$ cat config.mk
export PLATFORM = sky130hd
export DESIGN_NAME = incr_skip_or_literal_exec
export DESIGN_NICKNAME = d
export VERILOG_FILES = /design/src/incr_or_pkg.sv /design/src/q_phase_sequencer.sv /design/src/incr_skip_or_literal_exec.sv
export SDC_FILE = /design/constraint.sdc
export NUM_CORES = 1
export LEC_CHECK = 0
export ABC_AREA = 1
export BUFFER_PORTS_ARGS = -buffer_cell sky130_fd_sc_hd__buf_2
export CAP_MARGIN = 15
export CORE_MARGIN = 2
export CORE_UTILIZATION = 38
export CTS_BUF_LIST = sky130_fd_sc_hd__clkbuf_8
export CTS_CLUSTER_SIZE = 30
export DETAILED_ROUTE_END_ITERATION = 12
export GPL_TIMING_DRIVEN = 0
export PLACE_DENSITY = 0.58
export SYNTH_ARGS = -nofsm -noshare
export SYNTH_HDL_FRONTEND = slang
export SYNTH_SLANG_ARGS = --single-unit
$ cat constraint.sdc
create_clock -name clk -period 2.7 [get_ports clk]
set_input_delay 0.135 -clock clk [delete_from_list [all_inputs] [get_ports clk]]
set_output_delay 0.135 -clock clk [all_outputs]
set_load 0.05 [all_outputs]
$ cat src/incr_or_pkg.sv
// Shared types and constants for the increment-and-skip / literal-OR execution block.
// Assumes one 10 MHz clock where every clock cycle is one instruction phase.
package incr_or_pkg;

  // ----------------------------------------------------------------
  // Timing
  // ----------------------------------------------------------------
  localparam int unsigned CLK_PERIOD_NS = 100;
  localparam int unsigned PHASES_PER_CYCLE = 4;

  // ----------------------------------------------------------------
  // Opcode fields
  // ----------------------------------------------------------------
  localparam logic [5:0] OP_SKIP_ZERO    = 6'h0F;
  localparam logic [5:0] OP_SKIP_NONZERO = 6'h12;
  localparam logic [7:0] OP_OR_LITERAL   = 8'h09;
  localparam int unsigned OPC_HI = 15;
  localparam int unsigned OPC6_LO = 10;
  localparam int unsigned OPC8_LO = 8;
  localparam int unsigned DEST_BIT = 9;
  localparam int unsigned ACCESS_BIT = 8;

  // ----------------------------------------------------------------
  // Addressing
  // ----------------------------------------------------------------
  localparam logic [7:0] INDEX_LIMIT  = 8'h5F;
  localparam logic [7:0] ACCESS_SPLIT = 8'h80;
  localparam logic [3:0] ACCESS_LOW_BANK  = 4'h0;
  localparam logic [3:0] ACCESS_HIGH_BANK = 4'hF;

  // ----------------------------------------------------------------
  // Reset values and constants
  // ----------------------------------------------------------------
  localparam logic [7:0]  ACC_RESET   = 8'h00;
  localparam logic [7:0]  BYTE_ZERO   = 8'h00;
  localparam logic [7:0]  BYTE_ONE    = 8'h01;
  localparam logic [11:0] ADDR_RESET  = 12'h000;
  localparam logic [1:0]  SKIP_NONE   = 2'h0;
  localparam logic [1:0]  SKIP_ONE    = 2'h1;
  localparam logic [1:0]  SKIP_TWO    = 2'h2;

  typedef enum logic [1:0] {
    PH_Q1 = 2'b00,
    PH_Q2 = 2'b01,
    PH_Q3 = 2'b10,
    PH_Q4 = 2'b11
  } phase_e;

  typedef enum logic [1:0] {
    K_NONE     = 2'b00,
    K_SKIP_Z   = 2'b01,
    K_SKIP_NZ  = 2'b10,
    K_OR_LIT   = 2'b11
  } kind_e;

  typedef struct packed {
    logic        rd;
    logic        wr;
    logic [11:0] addr;
    logic [7:0]  wdata;
  } mem_req_s;

  typedef struct packed {
    phase_e phase;
  } seq_state_s;

  typedef struct packed {
    kind_e      kind;
    logic       dest_file;
    logic       bank_used;
    logic       indexed;
    logic [7:0] operand;
    logic [7:0] result;
    logic [1:0] skip_cnt;
    logic [7:0] acc;
    logic       flag_n;
    logic       flag_z;
    mem_req_s   mem;
  } core_state_s;

  localparam mem_req_s MEM_IDLE = '{rd: 1'b0, wr: 1'b0, addr: ADDR_RESET, wdata: BYTE_ZERO};

  localparam core_state_s CORE_RESET = '{
    kind: K_NONE, dest_file: 1'b0, bank_used: 1'b0, indexed: 1'b0,
    operand: BYTE_ZERO, result: BYTE_ZERO, skip_cnt: SKIP_NONE,
    acc: ACC_RESET, flag_n: 1'b0, flag_z: 1'b0, mem: MEM_IDLE};

endpackage : incr_or_pkg

$ cat src/q_phase_sequencer.sv
// Four-phase instruction cycle sequencer: one clock cycle per phase.
// Assumes synchronous active-low reset; Q1 is the first phase after release.
`timescale 1ns/1ps
module q_phase_sequencer
  import incr_or_pkg::*;
(
  input  wire logic   clk,
  input  wire logic   rstn,
  output phase_e      phase
);

  seq_state_s cur;
  seq_state_s next_state;

  always_comb
  begin
    next_state = cur;
    unique case (cur.phase)
      PH_Q1: next_state.phase = PH_Q2;
      PH_Q2: next_state.phase = PH_Q3;
      PH_Q3: next_state.phase = PH_Q4;
      PH_Q4: next_state.phase = PH_Q1;
    endcase
  end

  always_ff @(posedge clk)
  begin
    if (!rstn)
      cur <= '{phase: PH_Q1};
    else
      cur <= next_state;
  end

  assign phase = cur.phase;

endmodule : q_phase_sequencer

$ cat src/incr_skip_or_literal_exec.sv
// Execution of increment-and-skip (zero / nonzero) and literal OR into the accumulator.
// Assumes the fetch unit presents the instruction during Q1 and the data memory
// answers a read combinationally in the same Q2 cycle.
//
// Overview of operation
// - Pattern 001111da: increment, skip when zero
// - Pattern 010010da: increment, skip when nonzero
// - Nonzero variant discards next on nonzero result
// - Destination bit: clear accumulator, set file
// - Access bit clear shared page, set bank
// - Extended set, access clear, f<=5F indexed
// - Taken skip adds one no-operation cycle
// - Two-word skipped instruction adds two cycles
// - Increment-and-skip never touches status flags
// - 00001001 literal ORed into accumulator, flags N Z
// - Literal OR completes in one cycle
`timescale 1ns/1ps
module incr_skip_or_literal_exec
  import incr_or_pkg::*;
(
  input  wire logic        clk,
  input  wire logic        rstn,
  input  wire logic        instr_valid,
  input  wire logic [15:0] instr,
  input  wire logic        next_two_word,
  input  wire logic        ext_set_en,
  input  wire logic [3:0]  bank_pointer_register,
  input  wire logic [11:0] index_base,
  input  wire logic [7:0]  mem_rdata,
  output mem_req_s         mem_req,
  output logic [7:0]       accumulator,
  output logic             flag_negative,
  output logic             flag_zero,
  output logic             nop_cycle,
  output logic             executing,
  output phase_e           phase
);

  // ----------------------------------------------------------------
  // Phase sequencing
  // ----------------------------------------------------------------
  q_phase_sequencer u_seq (
    .clk   (clk),
    .rstn  (rstn),
    .phase (phase)
  );

  core_state_s cur;
  core_state_s next_state;

  // ----------------------------------------------------------------
  // Decode helpers
  // ----------------------------------------------------------------
  logic       is_skip_z;
  logic       is_skip_nz;
  logic       is_or_lit;
  logic       use_index;
  logic [7:0] faddr;
  logic [7:0] incremented;
  logic       file_op;

  assign faddr      = instr[7:0];
  assign is_skip_z  = instr[OPC_HI:OPC6_LO] == OP_SKIP_ZERO;
  assign is_skip_nz = instr[OPC_HI:OPC6_LO] == OP_SKIP_NONZERO;
  assign is_or_lit  = instr[OPC_HI:OPC8_LO] == OP_OR_LITERAL;
  assign use_index  = ext_set_en && !instr[ACCESS_BIT] && (faddr <= INDEX_LIMIT);
  // Eight-bit sum drops the carry on purpose
  assign incremented = cur.operand + BYTE_ONE;
  assign file_op    = (cur.kind == K_SKIP_Z) || (cur.kind == K_SKIP_NZ);

  // ----------------------------------------------------------------
  // Next state
  // ----------------------------------------------------------------
  always_comb
  begin
    next_state = cur;
    unique case (phase)
      PH_Q1:
      begin
        // A pending skip swallows this cycle whole, whatever the fetch offers
        if (cur.skip_cnt == SKIP_NONE && instr_valid)
        begin
          if (is_skip_z || is_skip_nz)
          begin
            next_state.kind      = is_skip_z ? K_SKIP_Z : K_SKIP_NZ;
            next_state.dest_file = instr[DEST_BIT];
            next_state.bank_used = instr[ACCESS_BIT];
            next_state.indexed   = use_index;
            next_state.mem.rd    = 1'b1;
            if (use_index)
              next_state.mem.addr = index_base + {4'h0, faddr};
            else if (instr[ACCESS_BIT])
              next_state.mem.addr = {bank_pointer_register, faddr};
            else if (faddr < ACCESS_SPLIT)
              next_state.mem.addr = {ACCESS_LOW_BANK, faddr};
            else
              next_state.mem.addr = {ACCESS_HIGH_BANK, faddr};
          end
          else if (is_or_lit)
          begin
            next_state.kind      = K_OR_LIT;
            next_state.dest_file = 1'b0;
            next_state.indexed   = 1'b0;
          end
        end
      end
      PH_Q2:
      begin
        next_state.mem.rd = 1'b0;
        if (file_op)
          next_state.operand = mem_rdata;
        else if (cur.kind == K_OR_LIT)
          next_state.operand = instr[7:0];
      end
      PH_Q3:
      begin
        if (cur.kind == K_OR_LIT)
          next_state.result = cur.acc | cur.operand;
        else if (file_op)
        begin
          next_state.result = incremented;
          if (cur.dest_file)
          begin
            next_state.mem.wr    = 1'b1;
            next_state.mem.wdata = incremented;
          end
        end
      end
      PH_Q4:
      begin
        next_state.mem.wr = 1'b0;
        next_state.kind   = K_NONE;
        if (cur.kind == K_OR_LIT)
        begin
          next_state.acc    = cur.result;
          next_state.flag_n = cur.result[7];
          next_state.flag_z = cur.result == BYTE_ZERO;
        end
        else if (file_op)
        begin
          // Flags are left alone here by design
          if (!cur.dest_file)
            next_state.acc = cur.result;
          if ((cur.kind == K_SKIP_Z && cur.result == BYTE_ZERO) ||
              (cur.kind == K_SKIP_NZ && cur.result != BYTE_ZERO))
            next_state.skip_cnt = next_two_word ? SKIP_TWO : SKIP_ONE;
        end
        else if (cur.skip_cnt != SKIP_NONE)
          next_state.skip_cnt = cur.skip_cnt - SKIP_ONE;
      end
    endcase
  end

  always_ff @(posedge clk)
  begin
    if (!rstn)
      cur <= CORE_RESET;
    else
      cur <= next_state;
  end

  // ----------------------------------------------------------------
  // Outputs
  // ----------------------------------------------------------------
  assign mem_req       = cur.mem;
  assign accumulator   = cur.acc;
  assign flag_negative = cur.flag_n;
  assign flag_zero     = cur.flag_z;
  assign nop_cycle     = cur.skip_cnt != SKIP_NONE;
  assign executing     = cur.kind != K_NONE;

  // ----------------------------------------------------------------
  // Slot, addressing and refusal checks
  // ----------------------------------------------------------------
  // An instruction counts as taken only at the end of a free Q1
  logic taken;
  assign taken = phase == PH_Q1 && cur.skip_cnt == SKIP_NONE && instr_valid &&
                 (is_skip_z || is_skip_nz || is_or_lit);
endmodule : incr_skip_or_literal_exec

==> impl_metrics.py <==
metrics = {
    "run_status": {
        "status": "finished, final reports clean",
    },
    "critical_path": {
        "cp.buffers_inverters": 2,
        "crit_arrival_ns": 2.06,
        "start_kind": "flip-flop",
        "crit_path_top_delay_cell": "dfxtp_1",
        "path_class": "reg -> reg",
        "cp_top_family": "compound AO/OA/AOI/OAI gates",
        "crit_top_cell": "nand2_1",
        "critPathMaxStageDelay_ns": 0.36,
        "cp-end-kind": "flip-flop",
        "crit_fanout": 10,
        "required_ns": 2.97,
        "path_cells": "inv_1 -> ha_1 -> clkinv_1 -> a21oi_1 -> o211ai_1 -> nand2_1 -> nand2_1 -> nor2_1",
    },
    "route": {
        "routed-via-count": 3392,
        "drt_first_pass_iters": 4,
        "drtAntennaViolNets": 0,
        "drcViolationCount": 0,
        "drtIter0Drc": 117,
        "viasPerCell": 4.80,
        "wl_per_cell_microns": 13.1,
        "wl_mm": 9.29,
    },
    "min_path": {
        "hold_class": "in -> reg",
    },
    "clock_tree": {
        "clkLatencyLatePin_ns": 0.32,
        "cts_tree": "yes",
        "cts_num_sinks": 55,
        "cts.htree.levels": 2,
        "postCtsSetupRepairBufs": 0,
        "clockBufferDepth": 2,
        "clk_pin_slew_ns": 0.11,
        "ctsResizeCount": 0,
        "cts_inserted_buffers": 5,
        "postCtsHoldBufs": 0,
        "cts-root-buf": "clkbuf_8",
    },
    "power_and_ir_drop": {
        "p_leak_nw": 2.17,
        "p_per_area_nw_per_um2": 547,
        "irDropWorstVdd_v": 0.000253,
        "power_mw": 2.22,
    },
    "yosys": {
        "syn-cell-area_sq_um": 3420,
        "synthCells": 512,
        "ys.flop_type": "dfxtp_1",
        "ys_async_sr_fraction": 0,
        "ys_warn_count": 0,
        "seq_area_frac_synth": 0.322,
        "ys_seq_elements": 55,
        "synth_cell_types": 35,
        "avgSynthCellArea_sq_um": 6.67,
        "syn_nets": 575,
        "synth_edf_count": 0,
    },
    "sta": {
        "max_freq_ghz": 0.556,
        "post-route-period-util": 0.666,
        "fin_crit_ns": 1.80,
        "worst_pin_slew_ns": 0.625,
        "finClkSkew_ns": 0.0127,
        "setup_tns_ns": 0,
        "rsz0062_at_grt": "false",
        "final_hold_viol_count": 0,
        "slew_violations": 0,
        "timing.slew.headroom": 0.583,
        "finalSetupViolCount": 0,
        "whs_ns": 0.0736,
    },
    "floorplanning": {
        "start_util": 0.392,
        "die_w_microns": 98.8,
        "die_h_microns": 98.8,
        "row_count": 34,
        "io_pins": 81,
        "design.die.area_sq_um": 9760,
        "core-area_sq_um": 8720,
    },
    "finish": {
        "fin_nets": 661,
        "layout_common_cells": "nand2_1 (116), buf_2 (83), inv_1 (58)",
        "drive_gt1_frac": 0.227,
        "seq_area_sq_um": 1100,
        "fillCellCount": 959,
        "fin_util": 0.466,
        "diodes": 0,
        "multiInputGateArea_sq_um": 1770,
        "fin_area_sq_um": 4060,
        "final_common_cell": "nand2_1",
        "area_growth_pct": 19.0,
    },
    "placement": {
        "dp_hpwl_mm": 7.50,
        "gp_congestion": 0.898,
        "placed_cell_area_sq_um": 3950,
        "port-buffer-count": 79,
    },
    "grt": {
        "grt_max_degree": 17,
        "grt_usage": 0.192,
        "grt_pass1_vias": 3166,
        "grt_overflow": 0,
        "grt_pass1_wl_mm": 15.1,
        "antenna_found_initial": 0,
    },
    "job": {
        "drv_cap": 0,
    },
}
==> worst paths after layout <==
path	startpoint	end	slack, ns	depth (start not counted)
hold / removal	instr[9]	cur[52]$_SDFFE_PN0P_	0.07	3
setup / recovery	cur[54]$_SDFFE_PN0P_	cur[32]$_SDFFE_PN0P_	0.90	8
setup reg to reg	cur[54]$_SDFFE_PN0P_	cur[32]$_SDFFE_PN0P_	0.90	8
hold reg to reg	mem_req[11]$_SDFFE_PN0P_	mem_req[11]$_SDFFE_PN0P_	0.45	2
==> cell usage after synthesis, types with 2 or more instances <==
| cell | instances | area (sq um) |
|---|---|---|
| o21ai_0 | 44 | 220 |
| o21ai_1 | 7 | 35.0 |
| inv_1 | 58 | 218 |
| dfxtp_1 | 55 | 1100 |
| xor2_1 | 7 | 61.3 |
| buf_4 | 33 | 248 |
| nand3_1 | 30 | 150 |
| a31oi_1 | 10 | 62.6 |
| buf_2 | 4 | 20.0 |
| nand4_1 | 9 | 56.3 |
| nor2_1 | 55 | 206 |
| o211ai_1 | 3 | 22.5 |
| nand2_1 | 116 | 435 |
| or2_2 | 3 | 18.8 |
| ha_1 | 17 | 213 |
| nor2_2 | 2 | 12.5 |
| clkbuf_1 | 6 | 22.5 |
| a21oi_1 | 36 | 180 |
==> flip-flops by register name (all words and copies together), names as in the netlist <==
signal / flops
u_seq.phase: 2
flag_negative: 1
cur: 21
flag_zero: 1
accumulator: 8
mem_req: 22
==> where the power goes <==
group	leakage, nW	switching [mW]	internal (mW)	total, mW
sequential	0.445	0.0559	0.875	0.930
clock	0.0612	0.279	0.301	0.580
combinational	1.66	0.490	0.224	0.714
total	2.17	0.825	1.40	2.22
==> routing by layer <==
| layer | global-route usage | part of all wire | wire length, microns | up-vias |
|---|---|---|---|---|
| met2 | 0.326 | 0.48 | 4480 | 76 |
| met4 | 0.0537 | 0.014 | 129 | 0 |
| met1 | 0.256 | 0.46 | 4320 | 1503 |
| met3 | 0.0248 | 0.038 | 357 | 10 |
| li1 | - | - | - | 1803 |
| met5 | 0 | 0 | 0 | - |
==> area by class of cell <==
| class | instances | area share |
|---|---|---|
| Inverter | 62 | 0.0582 |
| Sequential cell | 55 | 0.271 |
| Multi-Input combinational cell | 350 | 0.436 |
| Timing Repair Buffer | 79 | 0.0973 |
| Tap cell | 108 | 0.0333 |
| Buffer | 45 | 0.0751 |
| Clock inverter | 2 | 0.00862 |
| Clock buffer | 6 | 0.0203 |
==> metrics by stage <==
stage	instances	setup WS [ns]
floorplan	512	0.896
global placement	699	0.961
detailed placement	699	0.914
CTS	707	0.912
global route	707	0.770
finish	707	0.901
==> worst reg2reg max path, delay by kind of cell (launching register included) <==
family	cells	cell delay, ns
buf+inv	2	0.37
flops	1	0.36
compound gates	2	0.43
simple gates	3	0.27
fa+ha+maj	1	0.32
==> logic make-up (layout without fill, tap and decap cells) <==
logic type / after synthesis / count (layout) / synth area share
flip-flops: 55 / 55 / 0.322
adder cells (fa/ha/maj): 18 / 18 / 0.0681
AND/OR/NAND/NOR: 221 / 221 / 0.271
XOR/XNOR: 8 / 8 / 0.0205
AO/OA/AOI/OAI: 103 / 103 / 0.159
buffers and inverters: 107 / 194 / 0.159
(Power assumes the default switching activity.)
